[src/common/ulc_pkg.sv]
// Purpose: Shared constants for the serial port line-control and framing block
// Assumes: 200 MHz system clock, byte-wide register window with 3-bit offsets
// Notes: Offsets are the register window's byte offsets from the port base
package ulc_pkg;
    // Register offsets
    localparam logic [2:0] OFS_DATA = 3'h0;
    localparam logic [2:0] OFS_IRQ_ENABLE = 3'h1;
    localparam logic [2:0] OFS_IRQ_ID = 3'h2;
    localparam logic [2:0] OFS_LINE_CONTROL = 3'h3;
    // Line-control field positions
    localparam int LC_DIVISOR_LATCH_ACCESS = 7;
    localparam int LC_FORCE_SILENCE = 6;
    localparam int LC_FIXED_PARITY_ENABLE = 5;
    localparam int LC_PARITY_SENSE = 4;
    localparam int LC_PARITY_ENABLE = 3;
    localparam int LC_EXTRA_STOP_BITS = 2;
    localparam int LC_CHAR_LENGTH_HI = 1;
    localparam int LC_CHAR_LENGTH_LO = 0;
    // Reset values
    localparam logic [7:0] LINE_CONTROL_RESET = 8'h00;
    localparam logic [3:0] IRQ_ENABLE_RESET = 4'h0;
    localparam logic [15:0] DIVISOR_RESET = 16'h0001;
    // Identification read value when nothing is pending
    localparam logic [7:0] IRQ_ID_IDLE = 8'h01;
    // Timing: each bit time is 16 sample ticks, a half stop is 8
    localparam logic [3:0] TICKS_PER_BIT_M1 = 4'hF;
    localparam logic [3:0] TICKS_HALF_M1 = 4'h7;
    localparam logic [3:0] TICKS_MID = 4'h7;
    // FIFO shape
    localparam int FIFO_WIDTH = 8;
    localparam int FIFO_DEPTH = 16;
    // Framer states, Gray along the usual path
    typedef enum logic [2:0] {
        ULC_IDLE = 3'h0,
        ULC_START = 3'h1,
        ULC_DATA = 3'h3,
        ULC_PARITY = 3'h2,
        ULC_STOP = 3'h6
    } ulc_state_type;
endpackage

[src/core/ulc_fifo.sv]
// Purpose: Small synchronous FIFO with valid/ready on both sides
// Assumes: Single clock, synchronous active-high reset
// Notes: Push and pop may share a cycle
`timescale 1ns/100ps
`default_nettype none
module ulc_fifo #(
    parameter int WIDTH = 8,
    parameter int DEPTH = 16
) (
    input wire logic clk_sys,
    input wire logic srst,
    input wire logic clk_en,
    input wire logic in_valid,
    output logic in_ready,
    input wire logic [WIDTH-1:0] in_data,
    output logic out_valid,
    input wire logic out_ready,
    output logic [WIDTH-1:0] out_data
);
    localparam int AW = $clog2(DEPTH);
    // Storage and pointers
    logic [WIDTH-1:0] mem [DEPTH];
    logic [AW-1:0] wr_ptr;
    logic [AW-1:0] rd_ptr;
    logic [AW:0] count;
    logic [AW-1:0] next_wr_ptr;
    logic [AW-1:0] next_rd_ptr;
    logic [AW:0] next_count;
    logic push;
    logic pop;

    assign in_ready = (count != DEPTH[AW:0]);
    assign out_valid = (count != '0);
    assign out_data = mem[rd_ptr];

    // Next pointer and count values
    always_comb begin
        push = in_valid && in_ready;
        pop = out_valid && out_ready;
        next_wr_ptr = push ? wr_ptr + 1'b1 : wr_ptr;
        next_rd_ptr = pop ? rd_ptr + 1'b1 : rd_ptr;
        next_count = count;
        if (push && !pop) begin
            next_count = count + 1'b1;
        end else if (pop && !push) begin
            next_count = count - 1'b1;
        end
    end

    // Register pointers and store data
    always_ff @(posedge clk_sys) begin
        if (srst) begin
            wr_ptr <= '0;
            rd_ptr <= '0;
            count <= '0;
        end else if (clk_en) begin
            wr_ptr <= next_wr_ptr;
            rd_ptr <= next_rd_ptr;
            count <= next_count;
            if (push) begin
                mem[wr_ptr] <= in_data;
            end
        end
    end
endmodule // ulc_fifo
`default_nettype wire

[src/core/ulc_line_control.sv]
// Purpose: Register window, character framing and line control of one serial port
// Assumes: Serial input is asynchronous to clk_sys
// Notes: Transmit bytes queue in a FIFO; a bit time is 16 ticks
`timescale 1ns/100ps
`default_nettype none
// Summary of operation
// Access bit set maps offsets 0,1 to divisor
// Access bit clear: data buffers, interrupt enable
// Force silence drives infrared output low
// Fixed parity: constant inverse of sense bit
// Parity computed from count of data ones
// Parity bit follows last data bit
// One stop bit when extra control clear
// Five-bit characters use one and half stops
// Six to eight bits use two stops
// Length bits select five to eight data
// Bit zero is least significant, first serial
// Missing stop bit flags framing error
// Parity mismatch flags parity error
// Full character of zeros flags break
// Idle high, start low, stops high
// Interrupt enable upper nibble reads zero
module ulc_line_control (
    input wire logic clk_sys,
    input wire logic srst,
    input wire logic clk_en,
    input wire logic [2:0] reg_addr,
    input wire logic reg_wr,
    input wire logic reg_rd,
    input wire logic [7:0] reg_wdata,
    output logic [7:0] reg_rdata,
    input wire logic serial_in,
    output logic serial_out,
    output logic infrared_tx_out,
    output logic tx_ready,
    output logic framing_error,
    output logic parity_error,
    output logic break_detected,
    output logic rx_valid
);
    // Registers seen by software
    logic [7:0] line_control;
    logic [3:0] irq_enable;
    logic [15:0] divisor;
    logic [7:0] rx_buffer;
    logic [7:0] next_line_control;
    logic [3:0] next_irq_enable;
    logic [15:0] next_divisor;
    logic [7:0] next_reg_rdata;
    // Decoded line-control fields
    logic dlab;
    logic [3:0] data_bits;
    // Input synchroniser
    logic rx_meta;
    logic rx_sync;
    // Sample tick generator
    logic [15:0] tick_cnt;
    logic [15:0] next_tick_cnt;
    logic tick;
    // Transmit FIFO wiring
    logic fifo_in_valid;
    logic fifo_in_ready;
    logic fifo_out_valid;
    logic fifo_out_ready;
    logic [7:0] fifo_out_data;
    // Transmitter state
    ulc_pkg::ulc_state_type tx_state;
    ulc_pkg::ulc_state_type next_tx_state;
    logic [7:0] tx_shift;
    logic [7:0] next_tx_shift;
    logic [3:0] tx_tick;
    logic [3:0] next_tx_tick;
    logic [3:0] tx_bit;
    logic [3:0] next_tx_bit;
    logic tx_line;
    logic next_tx_line;
    logic tx_par;
    logic next_tx_par;
    // Receiver state
    ulc_pkg::ulc_state_type rx_state;
    ulc_pkg::ulc_state_type next_rx_state;
    logic [7:0] rx_shift;
    logic [7:0] next_rx_shift;
    logic [3:0] rx_tick;
    logic [3:0] next_rx_tick;
    logic [3:0] rx_bit;
    logic [3:0] next_rx_bit;
    logic rx_par_bit;
    logic next_rx_par_bit;
    logic rx_any_one;
    logic next_rx_any_one;
    logic [7:0] next_rx_buffer;
    logic next_framing_error;
    logic next_parity_error;
    logic next_break_detected;
    logic next_rx_valid;

    // Number of data bits for a length code
    function automatic logic [3:0] len_of(input logic [7:0] lc);
        len_of = 4'h5 + {2'h0, lc[ulc_pkg::LC_CHAR_LENGTH_HI], lc[ulc_pkg::LC_CHAR_LENGTH_LO]};
    endfunction

    // Expected parity bit for data under the given settings
    function automatic logic par_of(input logic [7:0] lc, input logic [7:0] d, input logic [3:0] n);
        logic ones;
        ones = 1'b0;
        for (int i = 0; i < 8; i++) begin
            if (i < int'(n)) begin
                ones = ones ^ d[i];
            end
        end
        if (lc[ulc_pkg::LC_FIXED_PARITY_ENABLE]) begin
            par_of = ~lc[ulc_pkg::LC_PARITY_SENSE];
        end else begin
            par_of = lc[ulc_pkg::LC_PARITY_SENSE] ? ~ones : ones;
        end
    endfunction

    // Stop period in ticks minus one: one, one and a half or two bits
    function automatic logic [4:0] stop_ticks(input logic [7:0] lc);
        if (!lc[ulc_pkg::LC_EXTRA_STOP_BITS]) begin
            stop_ticks = {1'b0, ulc_pkg::TICKS_PER_BIT_M1};
        end else if (len_of(lc) == 4'h5) begin
            stop_ticks = 5'd23;
        end else begin
            stop_ticks = 5'd31;
        end
    endfunction

    assign dlab = line_control[ulc_pkg::LC_DIVISOR_LATCH_ACCESS];
    assign data_bits = len_of(line_control);
    assign tick = (tick_cnt == 16'h0000);
    assign fifo_in_valid = reg_wr && !dlab && (reg_addr == ulc_pkg::OFS_DATA);
    assign fifo_out_ready = (tx_state == ulc_pkg::ULC_IDLE) && tick;

    // Transmit queue between register write and framer
    ulc_fifo #(
        .WIDTH(ulc_pkg::FIFO_WIDTH),
        .DEPTH(ulc_pkg::FIFO_DEPTH)
    ) u_tx_fifo (
        .clk_sys(clk_sys),
        .srst(srst),
        .clk_en(clk_en),
        .in_valid(fifo_in_valid),
        .in_ready(fifo_in_ready),
        .in_data(reg_wdata),
        .out_valid(fifo_out_valid),
        .out_ready(fifo_out_ready),
        .out_data(fifo_out_data)
    );

    // Register writes and read data selection
    always_comb begin
        next_line_control = line_control;
        next_irq_enable = irq_enable;
        next_divisor = divisor;
        next_reg_rdata = reg_rdata;
        next_tick_cnt = tick ? divisor - 16'h0001 : tick_cnt - 16'h0001;
        if (divisor == 16'h0000) begin
            next_tick_cnt = 16'h0000;
        end
        if (reg_wr) begin
            case (reg_addr)
                ulc_pkg::OFS_DATA: begin
                    if (dlab) begin
                        next_divisor[7:0] = reg_wdata;
                    end
                end
                ulc_pkg::OFS_IRQ_ENABLE: begin
                    if (dlab) begin
                        next_divisor[15:8] = reg_wdata;
                    end else begin
                        next_irq_enable = reg_wdata[3:0];
                    end
                end
                ulc_pkg::OFS_LINE_CONTROL: begin
                    next_line_control = reg_wdata;
                end
                default: ;
            endcase
        end
        if (reg_rd) begin
            case (reg_addr)
                ulc_pkg::OFS_DATA: next_reg_rdata = dlab ? divisor[7:0] : rx_buffer;
                ulc_pkg::OFS_IRQ_ENABLE: next_reg_rdata = dlab ? divisor[15:8] : {4'h0, irq_enable};
                ulc_pkg::OFS_IRQ_ID: next_reg_rdata = ulc_pkg::IRQ_ID_IDLE;
                ulc_pkg::OFS_LINE_CONTROL: next_reg_rdata = line_control;
                default: next_reg_rdata = 8'h00;
            endcase
        end
    end

    // Register file and tick counter
    always_ff @(posedge clk_sys) begin
        if (srst) begin
            line_control <= ulc_pkg::LINE_CONTROL_RESET;
            irq_enable <= ulc_pkg::IRQ_ENABLE_RESET;
            divisor <= ulc_pkg::DIVISOR_RESET;
            reg_rdata <= 8'h00;
            tick_cnt <= 16'h0000;
            tx_ready <= 1'b0;
        end else if (clk_en) begin
            line_control <= next_line_control;
            irq_enable <= next_irq_enable;
            divisor <= next_divisor;
            reg_rdata <= next_reg_rdata;
            tick_cnt <= next_tick_cnt;
            tx_ready <= fifo_in_ready;
        end
    end

    // Transmit framer next state
    always_comb begin
        next_tx_state = tx_state;
        next_tx_shift = tx_shift;
        next_tx_tick = tx_tick;
        next_tx_bit = tx_bit;
        next_tx_line = tx_line;
        next_tx_par = tx_par;
        if (tick) begin
            next_tx_tick = tx_tick + 4'h1;
            case (tx_state)
                ulc_pkg::ULC_IDLE: begin
                    next_tx_line = 1'b1;
                    if (fifo_out_valid) begin
                        next_tx_shift = fifo_out_data;
                        next_tx_par = par_of(line_control, fifo_out_data, data_bits);
                        next_tx_line = 1'b0;
                        next_tx_tick = 4'h0;
                        next_tx_state = ulc_pkg::ULC_START;
                    end
                end
                ulc_pkg::ULC_START: begin
                    if (tx_tick == ulc_pkg::TICKS_PER_BIT_M1) begin
                        next_tx_line = tx_shift[0];
                        next_tx_bit = 4'h0;
                        next_tx_state = ulc_pkg::ULC_DATA;
                    end
                end
                ulc_pkg::ULC_DATA: begin
                    if (tx_tick == ulc_pkg::TICKS_PER_BIT_M1) begin
                        next_tx_shift = {1'b0, tx_shift[7:1]};
                        next_tx_bit = tx_bit + 4'h1;
                        if (tx_bit + 4'h1 == data_bits) begin
                            if (line_control[ulc_pkg::LC_PARITY_ENABLE]) begin
                                next_tx_line = tx_par;
                                next_tx_state = ulc_pkg::ULC_PARITY;
                            end else begin
                                next_tx_line = 1'b1;
                                next_tx_bit = 4'h0;
                                next_tx_state = ulc_pkg::ULC_STOP;
                            end
                        end else begin
                            next_tx_line = tx_shift[1];
                        end
                    end
                end
                ulc_pkg::ULC_PARITY: begin
                    if (tx_tick == ulc_pkg::TICKS_PER_BIT_M1) begin
                        next_tx_line = 1'b1;
                        next_tx_bit = 4'h0;
                        next_tx_state = ulc_pkg::ULC_STOP;
                    end
                end
                ulc_pkg::ULC_STOP: begin
                    // Whole stop bits in tx_bit, ticks in tx_tick
                    if ({tx_bit[0], tx_tick} == stop_ticks(line_control)) begin
                        next_tx_state = ulc_pkg::ULC_IDLE;
                    end
                    if (tx_tick == ulc_pkg::TICKS_PER_BIT_M1) begin
                        next_tx_bit = tx_bit + 4'h1;
                    end
                end
                default: begin
                    next_tx_state = ulc_pkg::ULC_IDLE;
                    next_tx_line = 1'b1;
                end
            endcase
        end
    end

    // Transmit framer registers and line outputs
    always_ff @(posedge clk_sys) begin
        if (srst) begin
            tx_state <= ulc_pkg::ULC_IDLE;
            tx_shift <= 8'h00;
            tx_tick <= 4'h0;
            tx_bit <= 4'h0;
            tx_line <= 1'b1;
            tx_par <= 1'b0;
            serial_out <= 1'b1;
            infrared_tx_out <= 1'b1;
        end else if (clk_en) begin
            tx_state <= next_tx_state;
            tx_shift <= next_tx_shift;
            tx_tick <= next_tx_tick;
            tx_bit <= next_tx_bit;
            tx_line <= next_tx_line;
            tx_par <= next_tx_par;
            serial_out <= next_tx_line;
            infrared_tx_out <= next_tx_line && !line_control[ulc_pkg::LC_FORCE_SILENCE];
        end
    end

    // Two-stage synchroniser for the serial input
    always_ff @(posedge clk_sys) begin
        if (srst) begin
            rx_meta <= 1'b1;
            rx_sync <= 1'b1;
        end else if (clk_en) begin
            rx_meta <= serial_in;
            rx_sync <= rx_meta;
        end
    end

    // Receive framer next state, sampling at bit centres
    always_comb begin
        next_rx_state = rx_state;
        next_rx_shift = rx_shift;
        next_rx_tick = rx_tick;
        next_rx_bit = rx_bit;
        next_rx_par_bit = rx_par_bit;
        next_rx_any_one = rx_any_one;
        next_rx_buffer = rx_buffer;
        next_framing_error = framing_error;
        next_parity_error = parity_error;
        next_break_detected = break_detected;
        next_rx_valid = 1'b0;
        // A line-control read clears the sticky flags; a set below wins
        if (reg_rd && reg_addr == ulc_pkg::OFS_LINE_CONTROL) begin
            next_framing_error = 1'b0;
            next_parity_error = 1'b0;
            next_break_detected = 1'b0;
        end
        if (tick) begin
            next_rx_tick = rx_tick + 4'h1;
            case (rx_state)
                ulc_pkg::ULC_IDLE: begin
                    if (!rx_sync) begin
                        next_rx_tick = 4'h0;
                        next_rx_any_one = 1'b0;
                        next_rx_state = ulc_pkg::ULC_START;
                    end
                end
                ulc_pkg::ULC_START: begin
                    if (rx_tick == ulc_pkg::TICKS_MID) begin
                        next_rx_tick = 4'h0;
                        next_rx_bit = 4'h0;
                        next_rx_state = rx_sync ? ulc_pkg::ULC_IDLE : ulc_pkg::ULC_DATA;
                    end
                end
                ulc_pkg::ULC_DATA: begin
                    if (rx_tick == ulc_pkg::TICKS_PER_BIT_M1) begin
                        next_rx_shift = {rx_sync, rx_shift[7:1]};
                        next_rx_any_one = rx_any_one | rx_sync;
                        next_rx_bit = rx_bit + 4'h1;
                        if (rx_bit + 4'h1 == data_bits) begin
                            next_rx_bit = 4'h0;
                            next_rx_state = line_control[ulc_pkg::LC_PARITY_ENABLE] ?
                                ulc_pkg::ULC_PARITY : ulc_pkg::ULC_STOP;
                        end
                    end
                end
                ulc_pkg::ULC_PARITY: begin
                    if (rx_tick == ulc_pkg::TICKS_PER_BIT_M1) begin
                        next_rx_par_bit = rx_sync;
                        next_rx_any_one = rx_any_one | rx_sync;
                        next_rx_state = ulc_pkg::ULC_STOP;
                    end
                end
                ulc_pkg::ULC_STOP: begin
                    // Stop samples at each whole stop bit centre and when the stop_ticks count is reached
                    if (rx_tick == ulc_pkg::TICKS_PER_BIT_M1 ||
                        ({rx_bit[0], rx_tick} == stop_ticks(line_control))) begin
                        next_rx_any_one = rx_any_one | rx_sync;
                        next_rx_bit = rx_bit + 4'h1;
                        if (!rx_sync) begin
                            next_framing_error = 1'b1;
                        end
                    end
                    if ({rx_bit[0], rx_tick} == stop_ticks(line_control)) begin
                        next_rx_buffer = rx_shift >> (4'h8 - data_bits);
                        next_rx_valid = 1'b1;
                        if (line_control[ulc_pkg::LC_PARITY_ENABLE] &&
                            rx_par_bit != par_of(line_control, rx_shift >> (4'h8 - data_bits), data_bits)) begin
                            next_parity_error = 1'b1;
                        end
                        if (!(rx_any_one | rx_sync)) begin
                            next_break_detected = 1'b1;
                        end
                        next_rx_state = ulc_pkg::ULC_IDLE;
                    end
                end
                default: begin
                    next_rx_state = ulc_pkg::ULC_IDLE;
                end
            endcase
        end
    end

    // Receive framer registers
    always_ff @(posedge clk_sys) begin
        if (srst) begin
            rx_state <= ulc_pkg::ULC_IDLE;
            rx_shift <= 8'h00;
            rx_tick <= 4'h0;
            rx_bit <= 4'h0;
            rx_par_bit <= 1'b0;
            rx_any_one <= 1'b0;
            rx_buffer <= 8'h00;
            framing_error <= 1'b0;
            parity_error <= 1'b0;
            break_detected <= 1'b0;
            rx_valid <= 1'b0;
        end else if (clk_en) begin
            rx_state <= next_rx_state;
            rx_shift <= next_rx_shift;
            rx_tick <= next_rx_tick;
            rx_bit <= next_rx_bit;
            rx_par_bit <= next_rx_par_bit;
            rx_any_one <= next_rx_any_one;
            rx_buffer <= next_rx_buffer;
            framing_error <= next_framing_error;
            parity_error <= next_parity_error;
            break_detected <= next_break_detected;
            rx_valid <= next_rx_valid;
        end
    end
endmodule // ulc_line_control
`default_nettype wire

[config.mk]
export PLATFORM = sky130hd
export DESIGN_NAME = ulc_line_control
export DESIGN_NICKNAME = d
export VERILOG_FILES = /design/src/common/ulc_pkg.sv /design/src/core/ulc_fifo.sv /design/src/core/ulc_line_control.sv
export SDC_FILE = /design/constraint.sdc
export NUM_CORES = 1
export LEC_CHECK = 0
export BUFFER_PORTS_ARGS = -buffer_cell sky130_fd_sc_hd__buf_2
export CELL_PAD_IN_SITES_DETAIL_PLACEMENT = 0
export CELL_PAD_IN_SITES_GLOBAL_PLACEMENT = 1
export CORE_UTILIZATION = 53
export CTS_BUF_LIST = sky130_fd_sc_hd__clkbuf_8
export DETAILED_ROUTE_END_ITERATION = 8
export MAX_ROUTING_LAYER = met4
export PLACE_DENSITY = 0.83
export SLEW_MARGIN = 15
export SYNTH_ARGS = -nofsm -noshare
export SYNTH_HDL_FRONTEND = slang
export SYNTH_HIERARCHICAL = 1
export SYNTH_SLANG_ARGS = --single-unit
export TNS_END_PERCENT = 30
[constraint.sdc]
create_clock -name clk_sys -period 4.4 [get_ports clk_sys]
set_input_delay 0.22 -clock clk_sys [delete_from_list [all_inputs] [get_ports clk_sys]]
set_output_delay 0.22 -clock clk_sys [all_outputs]
set_load 0.03 [all_outputs]
==> reports/metrics.cfg <==
[layout]
final_common_cell = edfxtp_1
num-nets-final = 1154
final_cell_mix = 128 x edfxtp_1, 126 x dfxtp_1, 115 x nor2_1
fin_cells = 1433
syn_to_final_growth_pct = 10.41
fillers = 1886
fin_util_pct = 59.64
antenna_cells = 0
drive_gt1_share_pct = 16.11

[detailed_routing]
wl_um = 29440
first_pass_iters = 5
drc_errors = 0
postRouteAntennaNets = 0
wl_per_cell_um = 20.54
drt_iter0_drc = 786
routed_via_density = 6.208
dr_total_vias = 8896

[grt]
track_usage_pct = 26.15
grt_overflow = 0
grt_start_max_net_pins = 92
grt_pass1_wl_um = 46850
grt_pass1_vias = 8432
antenna_found_initial = 0

[place]
dp_cells = 1356
hpwl_um = 19560
dp_slack_ns = 0.6993
gp_routability_congestion = 0.8453
port_buffers = 31

[power_and_ir_drop]
total_power_mw = 6.247
p_per_area_nw_per_um2 = 462.6
leakage_nw = 4.683
irDropWorstVdd_uv = 313.4

[timing]
setup_tns_ns = 0
period_minus_slack_ns = 3.728
rsz0062_at_grt = no
maxSlewViolCount = 0
fin_ws_ns = 0.6717
max_slew_margin_pct = 36.32
post-route-period-util_pct = 84.74
hold_viol_final = 0
finalSetupViolCount = 0
skew_ns = 0.02739
fmax_mhz = 268.2
worst_pin_slew_ns = 0.9552

[critical_path]
cp_max_fo = 5
path_class = flip-flop to flip-flop
required_ns = 4.83
cpMaxStageDelayCell = nor4_1
r2r_slack_ns = 0.67
rr_worst_depth = 12
startpoint_type = flip-flop
cp-end-kind = flip-flop
path_cells = or4_1 -> and4b_2 -> nand2_1 -> nor4_1 -> nand2_1 -> ha_1 -> inv_1 -> ha_1 -> a21oi_1 -> a211oi_1 -> a31o_2 -> mux2_2
worst_r2r_endpoint = u_tx_fifo/count[4]
crit_arrival_ns = 4.15
max_stage_delay_ns = 0.61
r2r_start = tick_cnt[9]

[hold_path]
holdPathEnd = reg_rdata[0]
hp-class = input pin to flip-flop
min-delay-start = reg_addr[2]
hold_depth = 4

[clock_tree]
path_clk_slew_ns = 0.06
cts_tree = built
clock_tree.root_cell = clkbuf_8
clkSinkCount = 255
clockBufferDepth = 3
cts_resized = 0
cts_setup_buffers = 0
cts_made_buffers = 43
cts_max_level = 2
holdBufCountCts = 1
clk_latency_ns = 0.55

[floorplan]
fp-row-count = 55
floorplan.initialDensity_pct = 54.01
die-area_um2 = 23690
ios = 32
coreArea_um2 = 22640
die_w_um = 153.9
die_h_um = 153.9

[job]
maxCapViolCount = 0

[synth]
syn_avg_cell_area_um2 = 11.27
async_reset_ff_share_pct = 0
synth_edf_count = 128
ys_warn_count = 6
synth_ff_type = edfxtp_1
ys_types = 83
synthCells = 1085
synth-seq-cells = 255
ys_seq_area_share_pct = 52.22
syn_area_um2 = 12230
syn_nets = 1122

[status]
outcome = finished clean

==> power by group <==
part           leakage (nW)  internal [mW]  switching [mW]
clock                 0.509           1.19           0.958
sequential             2.18           2.58           0.117
combinational          2.00          0.520           0.876
==> logic make-up after synthesis <==
| kind of cell | Yosys count | synth area share (%) |
|---|---|---|
| and+or+nand+nor | 383 | 16.05 |
| DFF | 255 | 52.22 |
| AOI/OAI and AO/OA | 209 | 11.77 |
| muxes | 106 | 12.64 |
| buffers and inverters | 83 | 2.916 |
| xor gates and xnor gates | 29 | 2.302 |
| adders and majority gates | 20 | 2.108 |
==> cells in the mapped netlist (all sizes together), types with 5 or more instances <==
cell type	n	area, µm²
and2	8	50.05
mux2	7	78.83
xnor2	20	175.2
dfxtp	127	2542
nor2	116	442.9
a2111oi	5	50.04
a31oi	18	112.6
nand4	6	43.79
o2111ai	5	43.79
o22ai	10	62.56
mux4	38	855.8
or3	5	32.53
nand4b	6	52.55
nand3	31	172.7
nand2	76	285.3
nor3	40	215.2
buf	23	131.4
a211oi	20	150.1
a22oi	19	142.6
clkbuf	43	161.4
and3	14	87.58
nand2b	14	87.58
nor4	10	62.56
a311oi	6	52.55
o21ai	25	128.9
o211ai	5	56.30
a21oi	57	285.3
ha	19	237.7
inv	17	63.81
nor2b	11	68.82
or4	11	82.58
mux2i	61	610.6
nand3b	11	82.58
xor2	7	61.31
edfxtp	128	3844
or2	8	50.06
==> per-stage QoR <==
stage / hold slack (ns) / cell area, µm²
after floorplan: 0.3189 / 12230
after global placement: 0.4329 / 12620
after detailed placement: 0.4372 / 12620
after CTS: 0.06149 / 13500
after global routing: 0.09210 / 13500
final: 0.08261 / 13500
==> final cells by class <==
type                            count  area [µm²]  share of cell area [%]
Clock buffer                       45       619.3                   4.587
Tap cell                          285       356.6                   2.641
Multi-Input combinational cell    747        5487                   40.64
Timing Repair Buffer               53       337.8                   2.502
Inverter                           17       63.81                  0.4726
Clock inverter                     31       250.2                   1.853
Sequential cell                   255        6387                   47.31
==> sequential cells by signal, indices dropped and copies added, names as in the netlist, 4 cells and up, named ones only <==
register          cells
divisor              16
irq_enable            4
line_control          8
reg_rdata             8
rx_bit                4
rx_buffer             8
rx_shift              8
rx_tick               4
tick_cnt             16
tx_bit                4
tx_shift              8
tx_tick               4
u_tx_fifo/count       5
u_tx_fifo/mem       128
u_tx_fifo/rd_ptr      4
u_tx_fifo/wr_ptr      4
==> worst max-delay path by stage <==
stage	end	depth (start not counted)	startpoint	slack (ns)
5_1_grt	tick_cnt[6]	11	tick_cnt[10]	0.50
6_report	u_tx_fifo/count[4]	12	tick_cnt[9]	0.67
2_1_floorplan	u_tx_fifo/count[4]	13	tick_cnt[9]	0.91
3_5_place_dp	u_tx_fifo/count[4]	12	tick_cnt[9]	0.70
3_3_place_gp	u_tx_fifo/count[4]	12	tick_cnt[9]	0.87
4_1_cts	u_tx_fifo/count[4]	12	tick_cnt[9]	0.70
==> worst max-delay path: cells and delay by family (launching register included) <==
family                   cells  cell delay [ns]
AO/OA/AOI/OAI                3             0.54
multiplexers                 1             0.26
buffers and inverters        1             0.17
AND/OR/NAND/NOR              5             1.77
adder cells (fa/ha/maj)      2             0.56
flip-flops                   1             0.34
==> layer usage <==
layer / GRT usage, % / wire [µm] / share of wire, %
met4: 7.048 / 550 / 1.9
met2: 38.72 / 13180 / 45
met3: 3.720 / 1995 / 6.8
met5: - / 0 / 0
met1: 37.71 / 13710 / 47
Note: power is estimated with default switching activity, not from simulation.
